## config.mk

```make
export PLATFORM = sky130hd
export DESIGN_NAME = cicr_regs
export DESIGN_NICKNAME = d
export VERILOG_FILES = /design/src/design/cicr_pkg.sv /design/src/design/cicr_regs.sv
export SDC_FILE = /design/constraint.sdc
export NUM_CORES = 1
export LEC_CHECK = 0
export BUFFER_PORTS_ARGS = -buffer_cell sky130_fd_sc_hd__buf_4
export CAP_MARGIN = 20
export CORE_MARGIN = 5
export CORE_UTILIZATION = 40
export CTS_BUF_LIST = sky130_fd_sc_hd__clkbuf_16
export DETAILED_ROUTE_END_ITERATION = 12
export MAX_ROUTING_LAYER = met4
export PLACE_DENSITY = 0.74
export SYNTH_ARGS = -nofsm -noshare
export SYNTH_HDL_FRONTEND = slang
export SYNTH_SLANG_ARGS = --single-unit
```

## constraint.sdc

```tcl
create_clock -name clk_in -period 2.78 [get_ports clk_in]
set_clock_uncertainty 0.2 [all_clocks]
set_input_delay 0.139 -clock clk_in [delete_from_list [all_inputs] [get_ports clk_in]]
set_output_delay 0.139 -clock clk_in [all_outputs]
set_load 0.05 [all_outputs]
```

## src/design/cicr_pkg.sv

```systemverilog
// constants for the crypto engine interrupt control and clear-written
// register pair; assumes a 32-bit avalon-mm slave with byte addressing.
package cicr_pkg;

    // ------------------------------------------------------------
    // bus and register map
    // ------------------------------------------------------------
    localparam int CICR_AW = 8;
    localparam int CICR_DW = 32;
    localparam logic [CICR_AW-1:0] CICR_CTRL_OFS = 8'h00;
    localparam logic [CICR_AW-1:0] CICR_ICTL_OFS = 8'h3c;
    localparam logic [CICR_AW-1:0] CICR_CWR_OFS = 8'h40;

    // ------------------------------------------------------------
    // controller request register fields
    // ------------------------------------------------------------
    localparam int CICR_CTRL_W = 3;
    localparam int CICR_CTRL_REQ_POS = 0;
    localparam int CICR_CTRL_EN_POS = 1;
    localparam int CICR_CTRL_SW_POS = 2;
    localparam logic [CICR_CTRL_W-1:0] CICR_CTRL_RST = 3'h0;

    // ------------------------------------------------------------
    // engines: 0 aes, 1 des, 2 stream cipher, 3 pubkey, 4 hash, 5 rng
    // ------------------------------------------------------------
    localparam int CICR_NENG = 6;
    localparam int CICR_ENG_AES = 0;
    localparam int CICR_ENG_DES = 1;
    localparam int CICR_ENG_STREAM = 2;
    localparam int CICR_ENG_PK = 3;
    localparam int CICR_ENG_HASH = 4;
    localparam int CICR_ENG_RNG = 5;
    localparam int CICR_ERR_POS [CICR_NENG] = '{17, 18, 19, 22, 23, 25};
    localparam int CICR_DONE_POS [CICR_NENG] = '{1, 2, 3, 6, 7, 9};
    localparam logic [CICR_NENG-1:0] CICR_FLAG_RST = 6'h00;

    // ------------------------------------------------------------
    // clear-written strobe positions
    // ------------------------------------------------------------
    localparam int CWR_FLUSH_IN = 31;
    localparam int CWR_FLUSH_OUT = 30;
    localparam int CWR_RST_C1 = 29;
    localparam int CWR_RST_C2 = 28;
    localparam int CWR_CLR_C1_DONE = 27;
    localparam int CWR_CLR_C2_DONE = 26;
    localparam int CWR_CLR_SHARE = 25;
    localparam int CWR_CLR_C2_KEY = 22;
    localparam int CWR_CLR_C2_CTX = 21;
    localparam int CWR_CLR_C2_SIZES = 18;
    localparam int CWR_CLR_C2_MODE = 16;
    localparam int CWR_CLR_PK_E = 15;
    localparam int CWR_CLR_PK_N = 14;
    localparam int CWR_CLR_PK_B = 13;
    localparam int CWR_CLR_PK_A = 12;
    localparam int CWR_CLR_C1_KEY = 6;
    localparam int CWR_CLR_C1_CTX = 5;
    localparam int CWR_CLR_C1_ICV = 3;
    localparam int CWR_CLR_C1_DSZ = 2;
    localparam int CWR_CLR_C1_MODE = 0;
    localparam logic [CICR_DW-1:0] CICR_CWR_MASK = 32'hfe65_f06d;
    localparam logic [CICR_DW-1:0] CICR_WORD_RST = 32'h0000_0000;

endpackage : cicr_pkg

```

## src/design/cicr_regs.sv

```systemverilog
// interrupt control and clear-written registers of a crypto control block,
// reached as an avalon-mm slave with waitrequest.
// assumes engines and the descriptor controller share clk_in; their
// event and level inputs are therefore used without synchronisers.
//
// Overview of operation
// rng, hash and pubkey error flags read at bits 25, 23, 22.
// stream, des and aes error flags read at bits 19, 18, 17.
// bit 9 shows rng done; write 1 clears, 0 keeps.
// bit 7 shows hash done; write 1 clears, 0 keeps.
// bit 6 shows pubkey done; write 1 clears, 0 keeps.
// bit 3 shows stream cipher done; write 1 clears, 0 keeps.
// bit 2 shows des done; write 1 clears, 0 keeps.
// every clear-written field is a one-cycle strobe that self-clears.
// the controller writes clear-written between shared descriptors when needed.
// bit 31 flushes input data fifo and information fifo.
// bit 30 flushes the output data fifo.
// bits 29 and 28 reset the selected class 1 / class 2 engine.
// bits 27 and 26 clear class 1 / class 2 done interrupt.
// bit 25 clears the shared-descriptor indication.
// under direct software control bit 25 leaves sharing state alone.
// bits 22 and 6 clear class 2 / class 1 key and key size.
// bits 21 and 5 clear class 2 / class 1 context.
// bit 18 clears class 2 data size and icv size.
// bit 16 clears the class 2 mode register.
// bits 15..12 clear pubkey e, n, b, a size registers.
// bit 3 clears the class 1 icv size register.
// bit 2 clears class 1 data size and aad size together.
// bit 0 clears the class 1 mode register.
// both registers reachable only with request and enable bits set.
// zeros, reserved bits and error-flag writes have no effect.
// several strobes in one write all act in that write.

`timescale 1ns/100ps

module cicr_regs (
    input wire logic clk_in,
    input wire logic resetn_in,
    input wire logic [cicr_pkg::CICR_AW-1:0] avs_address_in,
    input wire logic avs_read_in,
    input wire logic avs_write_in,
    input wire logic [cicr_pkg::CICR_DW-1:0] avs_writedata_in,
    input wire logic [3:0] avs_byteenable_in,
    output logic [cicr_pkg::CICR_DW-1:0] avs_readdata_out,
    output logic avs_waitrequest_out,
    input wire logic [cicr_pkg::CICR_NENG-1:0] engine_error_in,
    input wire logic [cicr_pkg::CICR_NENG-1:0] engine_done_in,
    input wire logic share_set_in,
    output logic [cicr_pkg::CICR_DW-1:0] clear_strobes_out,
    output logic shared_desc_out
);
    import cicr_pkg::*;

    // ------------------------------------------------------------
    // state
    // ------------------------------------------------------------
    logic wait_q;
    logic [CICR_DW-1:0] rdata_q;
    logic [CICR_DW-1:0] rdata_d;
    logic [CICR_CTRL_W-1:0] ctrl_q;
    logic [CICR_NENG-1:0] error_flag_q;
    logic [CICR_NENG-1:0] done_flag_q;
    logic [CICR_NENG-1:0] done_clr;
    logic [CICR_DW-1:0] strobe_q;
    logic [CICR_DW-1:0] strobe_d;
    logic shared_q;
    logic [CICR_DW-1:0] wmask;
    logic [CICR_DW-1:0] wdata_m;
    logic [CICR_DW-1:0] ictl_view;

    // ------------------------------------------------------------
    // bus decode
    // ------------------------------------------------------------
    wire logic req = avs_read_in | avs_write_in;
    wire logic wr_acc = avs_write_in & ~wait_q;
    wire logic sel_ctrl = (avs_address_in == CICR_CTRL_OFS);
    wire logic sel_ictl = (avs_address_in == CICR_ICTL_OFS);
    wire logic sel_cwr = (avs_address_in == CICR_CWR_OFS);
    wire logic gate = ctrl_q[CICR_CTRL_REQ_POS] & ctrl_q[CICR_CTRL_EN_POS];
    wire logic sw_mode = ctrl_q[CICR_CTRL_SW_POS];
    wire logic ictl_wr = wr_acc & sel_ictl & gate;
    wire logic cwr_wr = wr_acc & sel_cwr & gate;

    genvar gb;
    generate
        for (gb = 0; gb < 4; gb++) begin : g_lane
            assign wmask[gb*8 +: 8] = {8{avs_byteenable_in[gb]}};
        end
    endgenerate

    assign wdata_m = avs_writedata_in & wmask;

    // ------------------------------------------------------------
    // waitrequest: one wait cycle, then the access edge
    // ------------------------------------------------------------
    always_ff @(posedge clk_in or negedge resetn_in) begin
        if (!resetn_in) begin
            wait_q <= 1'b1;
        end else begin
            wait_q <= ~(req & wait_q);
        end
    end

    assign avs_waitrequest_out = wait_q;

    // ------------------------------------------------------------
    // controller request register
    // ------------------------------------------------------------
    always_ff @(posedge clk_in or negedge resetn_in) begin
        if (!resetn_in) begin
            ctrl_q <= CICR_CTRL_RST;
        end else if (wr_acc && sel_ctrl) begin
            ctrl_q <= wdata_m[CICR_CTRL_W-1:0];
        end
    end

    // ------------------------------------------------------------
    // per-engine error and done flags
    // ------------------------------------------------------------
    genvar ge;
    generate
        for (ge = 0; ge < CICR_NENG; ge++) begin : g_eng
            // only the done positions are writable; error bits ignore writes
            assign done_clr[ge] = ictl_wr & wdata_m[CICR_DONE_POS[ge]];
            assign ictl_view[CICR_ERR_POS[ge]] = error_flag_q[ge];
            assign ictl_view[CICR_DONE_POS[ge]] = done_flag_q[ge];
        end
    endgenerate

    // reserved ictl positions read as zero
    generate
        for (gb = 0; gb < CICR_DW; gb++) begin : g_rsv
            if (gb != 1 && gb != 2 && gb != 3 && gb != 6 && gb != 7 &&
                gb != 9 && gb != 17 && gb != 18 && gb != 19 &&
                gb != 22 && gb != 23 && gb != 25) begin : g_z
                assign ictl_view[gb] = 1'b0;
            end
        end
    endgenerate

    // error flags follow the engines' error levels
    always_ff @(posedge clk_in or negedge resetn_in) begin
        if (!resetn_in) begin
            error_flag_q <= CICR_FLAG_RST;
        end else begin
            error_flag_q <= engine_error_in;
        end
    end

    // done flags: sticky, write one to clear, a new event beats the clear
    always_ff @(posedge clk_in or negedge resetn_in) begin
        if (!resetn_in) begin
            done_flag_q <= CICR_FLAG_RST;
        end else begin
            done_flag_q <= (done_flag_q & ~done_clr) | engine_done_in;
        end
    end

    // ------------------------------------------------------------
    // clear-written strobes
    // ------------------------------------------------------------
    always_comb begin
        strobe_d = CICR_WORD_RST;
        if (cwr_wr) begin
            // every selected field fires together, reserved bits dropped
            strobe_d = wdata_m & CICR_CWR_MASK;
            // map one to one
            if (sw_mode) begin
                strobe_d[CWR_CLR_SHARE] = 1'b0;
            end
        end
    end

    // strobes live one cycle, then drop by themselves
    always_ff @(posedge clk_in or negedge resetn_in) begin
        if (!resetn_in) begin
            strobe_q <= CICR_WORD_RST;
        end else begin
            strobe_q <= strobe_d;
        end
    end

    assign clear_strobes_out = strobe_q;

    // ------------------------------------------------------------
    // shared-descriptor indication
    // ------------------------------------------------------------
    always_ff @(posedge clk_in or negedge resetn_in) begin
        if (!resetn_in) begin
            shared_q <= 1'b0;
        end else if (share_set_in) begin
            shared_q <= 1'b1;
        end else if (strobe_d[CWR_CLR_SHARE]) begin
            shared_q <= 1'b0;
        end
    end

    assign shared_desc_out = shared_q;

    // ------------------------------------------------------------
    // read path: data captured on the wait cycle
    // ------------------------------------------------------------
    always_comb begin
        rdata_d = CICR_WORD_RST;
        if (sel_ctrl) begin
            rdata_d[CICR_CTRL_W-1:0] = ctrl_q;
        end else if (sel_ictl && gate) begin
            rdata_d = ictl_view;
        end
    end

    always_ff @(posedge clk_in or negedge resetn_in) begin
        if (!resetn_in) begin
            rdata_q <= CICR_WORD_RST;
        end else if (avs_read_in && wait_q) begin
            rdata_q <= rdata_d;
        end
    end

    assign avs_readdata_out = rdata_q;
endmodule : cicr_regs

```

==> flow_metrics.env, run 1 <==
export IMPL_grt_pass1_vias=1989
export IMPL_layoutNonFillerInstCount=403
export IMPL_cts_tree="done"
export IMPL_max_cap_violations=0
export IMPL_netlist_area_mm2=0.00216
export IMPL_cts_root_buf="clkbuf_16"
export IMPL_grt_antenna_before_repair=0
export IMPL_die_w_um=83.6
export IMPL_synth_flop_cell="dfrtp_1"
export IMPL_synth_cells=189
export IMPL_synth_edf_count=0
export IMPL_power_density_mw_per_mm2=461
export IMPL_yosys_area_top_type="dfrtp_1"
export IMPL_drc=0
export IMPL_utilization=0.664
export IMPL_avgRoutedWirePerCell_um=14.6
export IMPL_start_kind="input port"
export IMPL_overflow=0
export IMPL_avgViaCountPerCell=4.59
export IMPL_place_gp_congestion=0.785
export IMPL_drive_gt1_frac=0.297
export IMPL_avgSynthCellArea_um2=11.5
export IMPL_rsz0062_at_grt="false"
export IMPL_synthTopCellsByCount="dfrtp_1 (49), buf_4 (31), inv_1 (16), nor2_1 (13), nand2_1 (11)"
export IMPL_grt_max_degree=51
export IMPL_vias=1851
export IMPL_leakage_nw=1.78
export IMPL_die_height_um=83.6
export IMPL_crit_family="buffers and inverters"
export IMPL_clock_path_buffers=2
export IMPL_io_pins=127
export IMPL_synth_area_top_cells="dfrtp_1 (57%), buf_4 (11%), a22o_1 (4.0%)"
export IMPL_dp_hpwl_um=3910
export IMPL_worst_slew_pin_slew_ns=0.622
export IMPL_nets=393
export IMPL_yosysMostFrequentCell="dfrtp_1"
export IMPL_regArea_mm2=0.00125
export IMPL_slew_headroom=0.582
export IMPL_async_flop_share=1.00
export IMPL_cts_sinks=50
export IMPL_critPathMaxStageDelay_ns=0.61
export IMPL_rrSetupSlack_ns=0.48
export IMPL_timing_final_crit_period_ns=2.32
export IMPL_track_usage=0.182
export IMPL_finalHoldViolations=0
export IMPL_status="completed"
export IMPL_area_growth_pct=58.7
export IMPL_ys_seq_area_frac=0.579
export IMPL_ys_ff_latch=50
export IMPL_die_area_mm2=0.00698
export IMPL_cp_required_ns=2.80
export IMPL_cts_setup_buffers=0
export IMPL_path_common_cell="dlygate4sd3_1"
export IMPL_fp_row_count=26
export IMPL_port_buffers=86
export IMPL_grt_pass1_wl_um=9860
export IMPL_multiInputGateArea_um2=713
export IMPL_power_total_mw=1.58
export IMPL_setup_violations=0
export IMPL_clock_latency_ns=0.28
export IMPL_cp_end_kind="register"
export IMPL_h_tree_depth=2
export IMPL_fill_cells=398
export IMPL_post_cts_resize_count=0
export IMPL_ys_types=31
export IMPL_drt_total_wl_um=5880
export IMPL_dpl_cell_count=341
export IMPL_first_iter_violations=116
export IMPL_arrival_ns=2.34
export IMPL_start_util=0.418
export IMPL_drv_slew=0
export IMPL_clk_pin_slew_ns=0.06
export IMPL_fin_crit_sh=0.833
export IMPL_yosysTopAreaCellShare=0.566
export IMPL_hp_class="input port to register"
export IMPL_hold_ws_ns=0.00218
export IMPL_vdd_drop_max_uv=296
export IMPL_cp_max_fo=13
export IMPL_tns_ns=0
export IMPL_final_antenna_net_count=0
export IMPL_worstSetupPathType="input port to register"
export IMPL_ys_warn_count=0
export IMPL_drtPass1Iterations=4
export IMPL_cp_cell_sequence="dlygate4sd3_1 > buf_4 > nor2b_1 > nand4bb_2 > nor4_1 > dlygate4sd3_1"
export IMPL_cts_inserted_buffers=5
export IMPL_fmax_ghz=0.432
export IMPL_cpMaxStageDelayCell="dlygate4sd3_1"
export IMPL_diodes=0
export IMPL_path_buf_inv=3
export IMPL_postCtsHoldBufs=54
export IMPL_fp_coreArea_mm2=0.00517
## stage by stage
stage / setup WS, ns / area [µm²]
after floorplan: 1.01 / 2280
after global placement: 1.03 / 2760
after detailed placement: 0.999 / 2760
after CTS: 0.531 / 3440
after global routing: 0.325 / 3440
final: 0.465 / 3440
## per-layer routing
metal  global-route usage  wire length, µm
met5                    -                0
met4               0.0599               88
met3               0.0375              320
met2                0.335             3410
met1                0.193             2060
## sequential cells by signal, indices dropped and copies added (netlist names)
signal / count
done_flag_q: 6
ctrl_q: 3
avs_readdata_out: 13
error_flag_q: 6
clear_strobes_out: 20
shared_desc_out: 1
avs_waitrequest_out: 1
## kinds of logic (layout without fill, tap and decap cells)
kind of cell,count (synthesis),in the layout,synth area share
flops,50,50,0.579
other cells,1,31,0.00173
mux,3,3,0.0139
compound gates,23,23,0.0740
simple gates,62,62,0.188
buf+inv,50,164,0.144
## worst register-to-register path, stage by stage, from the launching register on
cell and delay (ns):
dfrtp_1 0.37, nand2_1 0.19, nand4bb_2 0.53, nor4_1 0.34, dlygate4sd3_1 0.61
## path summary, 6_finish.rpt
check,start,end,depth (start not counted)
worst max register to register,ctrl_q[1],clear_strobes_out[14],4
worst max-delay path,avs_write_in,clear_strobes_out[14],6
worst min-delay path,avs_byteenable_in[0],clear_strobes_out[2],3
max in group asynchronous,resetn_in,error_flag_q[1],2
worst min register to register,error_flag_q[2],avs_readdata_out[19],1
min in group asynchronous,resetn_in,avs_readdata_out[19],2
## layout by cell type (no fill, tap or decap)
| cell type | count |
|---|---|
| a22o_1 | 10 |
| nand4_1 | 1 |
| or4_4 | 1 |
| and2_1 | 6 |
| and3_1 | 3 |
| nand4bb_2 | 1 |
| nand3_1 | 2 |
| clkbuf_16 | 5 |
| nor2b_1 | 1 |
| or3_4 | 1 |
| buf_4 | 86 |
| nor4_4 | 3 |
| o21ai_0 | 2 |
| dfrtp_1 | 49 |
| a32oi_1 | 2 |
| nor3_1 | 5 |
| mux2i_1 | 3 |
| a21oi_1 | 7 |
| and4b_1 | 1 |
| dfstp_2 | 1 |
| conb_1 | 31 |
| nand2_1 | 11 |
| and4bb_4 | 1 |
| nor3b_1 | 1 |
| nand4b_1 | 1 |
| nand4bb_1 | 1 |
| nor2_1 | 13 |
| inv_1 | 19 |
| dlygate4sd3_1 | 54 |
| nor4_1 | 9 |
| o21ai_1 | 2 |
## layout make-up
| type | instances | area share |
|---|---|---|
| clock buffers | 5 | 0.0364 |
| clock inverters | 3 | 0.00328 |
| inverters | 16 | 0.0175 |
| multi-input cells | 119 | 0.208 |
| flip-flops and latches | 50 | 0.365 |
| well taps | 70 | 0.0255 |
| repair buffers | 140 | 0.345 |
## report_power, final
| part | total [mW] | internal, mW | switching (mW) |
|---|---|---|---|
| Clock | 0.564 | 0.324 | 0.240 |
| Sequential | 0.745 | 0.738 | 0.00676 |
| Combinational | 0.275 | 0.103 | 0.172 |
| Total | 1.58 | 1.16 | 0.419 |
Power figures use the tool's default switching activity.
==> inputs of run 2 (changes only) <==
clock period = 2.35 ns   (was 2.78 ns; I/O delays follow)
==> run 2 against run 1 <==
  * The run now ends with hold timing left
  * Design area is 1.5% higher
  * Clock-buffer cell count stayed put
  * Wire length is 8.1% higher
  * Critical endpoint is now clear_strobes_out[15]
==> flow_metrics.env, run 2 (synthesis gave the netlist of run 1 again) <==
export IMPL_power_density_mw_per_mm2=538
export IMPL_leakage_nw=1.79
export IMPL_track_usage=0.180
export IMPL_cts_sinks=50
export IMPL_regToRegStartpoint="ctrl_q[1]"
export IMPL_rrSetupSlack_ns=0.09
export IMPL_worstSetupPathType="input port to register"
export IMPL_fp_row_count=26
export IMPL_largest_register_ffs=20
export IMPL_overflow=0
export IMPL_drtPass1Iterations=4
export IMPL_fin_crit_sh=0.999
export IMPL_layoutNonFillerInstCount=407
export IMPL_grt_pass1_vias=1992
export IMPL_drv_slew=0
export IMPL_cp_end_kind="register"
export IMPL_die_area_mm2=0.00698
export IMPL_rr_worst_depth=4
export IMPL_cts_root_buf="clkbuf_16"
export IMPL_final_antenna_net_count=0
export IMPL_hp_start="avs_byteenable_in[0]"
export IMPL_area_growth_pct=61.1
export IMPL_fp_coreArea_mm2=0.00517
export IMPL_violations="hold timing"
export IMPL_drc=0
export IMPL_diodes=0
export IMPL_grt_pass1_wl_um=9850
export IMPL_hold_path_endpoint="ctrl_q[2]"
export IMPL_hp_class="input port to register"
export IMPL_dp_hpwl_um=3880
export IMPL_clk_pin_slew_ns=0.06
export IMPL_dpl_cell_count=341
export IMPL_grt_max_degree=51
export IMPL_max_cap_violations=0
export IMPL_cp_max_fo=13
export IMPL_cp_required_ns=2.36
export IMPL_fill_cells=381
export IMPL_h_tree_depth=2
export IMPL_avgRoutedWirePerCell_um=15.6
export IMPL_setup_violations=0
export IMPL_status="complete, but fails checks"
export IMPL_die_height_um=83.6
export IMPL_cts_inserted_buffers=5
export IMPL_drive_gt1_frac=0.294
export IMPL_clock_path_buffers=2
export IMPL_start_util=0.418
export IMPL_nets=397
export IMPL_grt_antenna_before_repair=0
export IMPL_clock_latency_ns=0.28
export IMPL_r2r_end="clear_strobes_out[15]"
export IMPL_worst_slew_pin_slew_ns=0.626
export IMPL_io_pins=127
export IMPL_tns_ns=0
export IMPL_vias=1895
export IMPL_avgViaCountPerCell=4.66
export IMPL_place_gp_congestion=0.785
export IMPL_timing_final_crit_period_ns=2.35
export IMPL_die_w_um=83.6
export IMPL_final_common_cell="buf_4"
export IMPL_slew_headroom=0.579
export IMPL_hold_ws_ns=-0.0000114
export IMPL_arrival_ns=2.36
export IMPL_hold_depth=3
export IMPL_drt_total_wl_um=6360
export IMPL_fmax_ghz=0.426
export IMPL_start_kind="input port"
export IMPL_cts_tree="done"
export IMPL_port_buffers=86
export IMPL_vdd_drop_max_uv=279
export IMPL_finalHoldViolations=1
export IMPL_final_cell_mix="buf_4 (86), dlygate4sd3_1 (58), dfrtp_1 (49)"
export IMPL_first_iter_violations=83
run 2: cell count changes in the layout (fill, tap and decap cells not counted):
cell           change
dlygate4sd3_1      +4
clkinv_1           +1
inv_1              -1
nand4bb_2          -1
nand4bb_4          +1
run 2: per-layer routing:
| layer | up-vias | global-route usage | part of all wire |
|---|---|---|---|
| li1 | 876 | - | - |
| met1 | 941 | 0.187 | 0.35 |
| met2 | 70 | 0.335 | 0.58 |
| met3 | 8 | 0.0454 | 0.054 |
| met4 | 0 | 0.0468 | 0.016 |
| met5 | - | - | 0 |
run 2: worst max path at each step:
stage | startpoint | end | slack [ns] | cells past startpoint
2_1_floorplan | avs_waitrequest_out | avs_readdata_out[1] | 0.58 | 3
3_3_place_gp | avs_address_in[1] | clear_strobes_out[14] | 0.62 | 4
3_5_place_dp | avs_address_in[1] | avs_readdata_out[17] | 0.58 | 4
4_1_cts | ctrl_q[1] | clear_strobes_out[15] | 0.14 | 4
5_1_grt | avs_write_in | clear_strobes_out[15] | -0.07 | 6
6_report | avs_write_in | clear_strobes_out[15] | 0.002 | 6
run 2: final cells by class:
type	count	area [µm²]	area share
inverters	16	60.1	0.0172
multi-input cells	119	724	0.208
flip-flops and latches	50	1250	0.359
well taps	70	87.6	0.0251
clock inverters	3	11.3	0.00323
repair buffers	144	1230	0.352
clock buffers	5	125	0.0359
run 2: worst max-delay path: stages:
cell,delay (ns)
dlygate4sd3_1,0.54
buf_4,0.13
nor2b_1,0.30
nand4bb_4,0.27
nor4_1,0.35
dlygate4sd3_1,0.65
run 2: metrics by stage:
step | setup WS (ns) | power (mW) | hold WS [ns] | cell area [µm²] | utilization
after floorplan | 0.583 | 1.09 | -0.378 | 2280 | -
after global placement | 0.621 | 1.16 | -0.0280 | 2760 | 0.533
after detailed placement | 0.578 | 1.16 | -0.0229 | 2760 | 0.533
after CTS | 0.143 | 1.89 | 0.00102 | 3480 | 0.672
after global routing | -0.0680 | 1.96 | 0.00203 | 3490 | 0.674
final | 0.00170 | 1.88 | -0.0000114 | 3490 | 0.674
run 2: power breakdown:
part	switching (mW)	internal, mW
clock	0.280	0.383
combinational	0.207	0.124
sequential	0.00864	0.873
run 2: repair_timing:
action / CTS / global route
resized for setup: 0 / 1
endpoints found under the setup margin: 0 / 8
hold endpoints to repair: 87 / 0
setup buffers: 0 / 0
hold buffers: 58 / 0
==> inputs of run 3 (changes only) <==
ABC_AREA = 1   (was not set)
==> run 3 against run 2 <==
  * The flow now finishes without violations
  * Clock-buffer cell count unchanged
  * First-iteration DRC count increased by 17%
  * Final cell count increased by 16%
  * Global-route usage decreased by 0.45 points
==> flow_metrics.env, run 3 <==
export IMPL_fmax_ghz=0.492
export IMPL_nets=462
export IMPL_dpl_cell_count=406
export IMPL_start_util=0.409
export IMPL_die_height_um=85.1
export IMPL_cp_cell_sequence="dlygate4sd3_1 > buf_4 > nand2_1 > nor2_2 > nand3_2 > nor2_1 > dlygate4sd3_1"
export IMPL_vias=1986
export IMPL_first_iter_violations=97
export IMPL_post_cts_resize_count=0
export IMPL_largest_register_ffs=20
export IMPL_synth_edf_count=0
export IMPL_arrival_ns=2.06
export IMPL_h_tree_depth=2
export IMPL_hold_depth=3
export IMPL_cts_setup_buffers=0
export IMPL_rrSetupSlack_ns=0.37
export IMPL_dp_hpwl_um=3950
export IMPL_cts_sinks=50
export IMPL_yosys_area_top_type="dfrtp_1"
export IMPL_max_cap_violations=0
export IMPL_netlist_area_mm2=0.00225
export IMPL_setup_violations=0
export IMPL_synth_flop_cell="dfrtp_1"
export IMPL_timing_final_crit_period_ns=2.03
export IMPL_drtPass1Iterations=4
export IMPL_ys_ff_latch=50
export IMPL_synth_area_top_cells="dfrtp_1 (54%), buf_4 (10%), nand2_1 (10%)"
export IMPL_combPwrFrac=0.173
export IMPL_vdd_drop_max_uv=348
export IMPL_synth_cells=251
export IMPL_path_common_cell="dlygate4sd3_1"
export IMPL_ys_warn_count=0
export IMPL_regToRegStartpoint="avs_waitrequest_out"
export IMPL_pwr_share_clk=0.402
export IMPL_grt_antenna_before_repair=0
export IMPL_critPathMaxStageDelay_ns=0.57
export IMPL_avgRoutedWirePerCell_um=12.6
export IMPL_hold_path_endpoint="ctrl_q[2]"
export IMPL_hp_class="input port to register"
export IMPL_intPower_mw=1.51
export IMPL_die_area_mm2=0.00724
export IMPL_avgSynthCellArea_um2=8.98
export IMPL_regArea_mm2=0.00125
export IMPL_port_buffers=86
export IMPL_slew_headroom=0.574
export IMPL_placed_area_mm2=0.00286
export IMPL_avgViaCountPerCell=4.19
export IMPL_ys_seq_area_frac=0.555
export IMPL_final_cell_mix="buf_4 (87), nand2_1 (60), dlygate4sd3_1 (60)"
export IMPL_worst_slew_pin_slew_ns=0.638
export IMPL_drt_total_wl_um=5980
export IMPL_multiInputGateArea_um2=723
export IMPL_grt_max_degree=51
export IMPL_cp_required_ns=2.37
export IMPL_overflow=0
export IMPL_clock_latency_ns=0.29
export IMPL_clock_path_buffers=2
export IMPL_start_kind="input port"
export IMPL_p_seq_frac=0.426
export IMPL_yosysMostFrequentCell="nand2_1"
export IMPL_fp_coreArea_mm2=0.00551
export IMPL_area_growth_pct=61.1
export IMPL_cts_root_buf="clkbuf_16"
export IMPL_postCtsHoldBufs=60
export IMPL_drc=0
export IMPL_finalHoldViolations=0
export IMPL_power_density_mw_per_mm2=571
export IMPL_final_area_mm2=0.00363
export IMPL_worstSetupPathType="input port to register"
export IMPL_grt_pass1_vias=2132
export IMPL_r2r_end="clear_strobes_out[26]"
export IMPL_die_w_um=85.1
export IMPL_track_usage=0.175
export IMPL_rsz0062_at_grt="false"
export IMPL_yosysTopAreaCellShare=0.544
export IMPL_status="completed"
export IMPL_drive_gt1_frac=0.291
export IMPL_p_switching_mw=0.562
export IMPL_place_gp_congestion=0.799
export IMPL_diodes=0
export IMPL_final_common_cell="buf_4"
export IMPL_cts_inserted_buffers=5
export IMPL_layoutNonFillerInstCount=474
export IMPL_grt_pass1_wl_um=9870
export IMPL_leakage_nw=2.01
export IMPL_cp_end_kind="register"
export IMPL_fin_crit_sh=0.865
export IMPL_fill_cells=471
export IMPL_hp_start="avs_byteenable_in[0]"
export IMPL_cpMaxStageDelayCell="dlygate4sd3_1"
export IMPL_swShare=0.271
export IMPL_fp_row_count=27
export IMPL_drv_slew=0
export IMPL_cp_max_fo=6
export IMPL_async_flop_share=1.00
export IMPL_io_pins=127
export IMPL_rr_worst_depth=6
export IMPL_cts_tree="done"
export IMPL_synthTopCellsByCount="nand2_1 (60), dfrtp_1 (49), inv_1 (37), nor2_1 (34), buf_4 (31)"
export IMPL_final_antenna_net_count=0
export IMPL_ys_types=18
export IMPL_clk_pin_slew_ns=0.07
export IMPL_tns_ns=0
## run 3: cell types whose count changed after synthesis, moves of 9 or more
cell / change
nand2_1: +49
a22o_1: -10
nor4_1: -9
inv_1: +21
o21ai_2: +10
nor2_1: +21
## run 3: worst max path at each step
stage	startpoint	endpoint	slack, ns	depth (start not counted)
global placement	avs_waitrequest_out	avs_readdata_out[1]	0.57	5
floorplan	avs_waitrequest_out	avs_readdata_out[1]	0.73	6
global route	avs_write_in	clear_strobes_out[26]	0.18	7
detailed placement	avs_waitrequest_out	avs_readdata_out[1]	0.55	5
CTS	avs_write_in	shared_desc_out	0.35	8
finish	avs_write_in	clear_strobes_out[26]	0.32	7
## run 3: stage by stage
stage / total power [mW] / worst slack, ns / utilization / hold slack (ns)
final: 2.07 / 0.318 / 0.660 / 0.0197
after global routing: 2.17 / 0.178 / 0.660 / 0.0417
after CTS: 2.09 / 0.347 / 0.660 / 0.00508
after detailed placement: 1.20 / 0.553 / 0.519 / -0.0156
after global placement: 1.19 / 0.573 / 0.519 / -0.0239
after floorplan: 1.13 / 0.734 / - / -0.378
## run 3: power by group through the flow
stage	sequential, mW	combinational [mW]	clock, mW
final	0.883	0.358	0.833
after floorplan	0.928	0.198	0
after CTS	0.883	0.355	0.856
after global placement	0.899	0.293	0
after global routing	0.885	0.387	0.897
after detailed placement	0.900	0.296	0
## run 3: final cells by class
cell class,count,share of cell area
repair buffers,147,0.345
flip-flops and latches,50,0.345
multi-input cells,160,0.199
inverters,37,0.0382
clock buffers,5,0.0344
well taps,72,0.0248
clock inverters,3,0.0134
## run 3: cell families (layout without fill, tap and decap cells)
group           after synthesis  in the layout  synth area share
simple gates                115            115             0.221
buf+inv                      71            192             0.174
flops                        50             50             0.555
compound gates               14             14            0.0477
other cells                   1             31           0.00166
## run 3: worst max-delay path, delay by kind of cell
kind	cells	cell delay, ns
buffers and inverters	3	1.21
and+or+nand+nor	4	0.72
## run 3: routing by layer
metal,vias to the layer above,wire (µm),part of all wire,GRT usage
met5,-,0,0,-
met4,0,31,0.0052,0.0345
met3,4,446,0.075,0.0427
met2,72,3160,0.53,0.313
met1,927,2340,0.39,0.199
li1,983,-,-,-
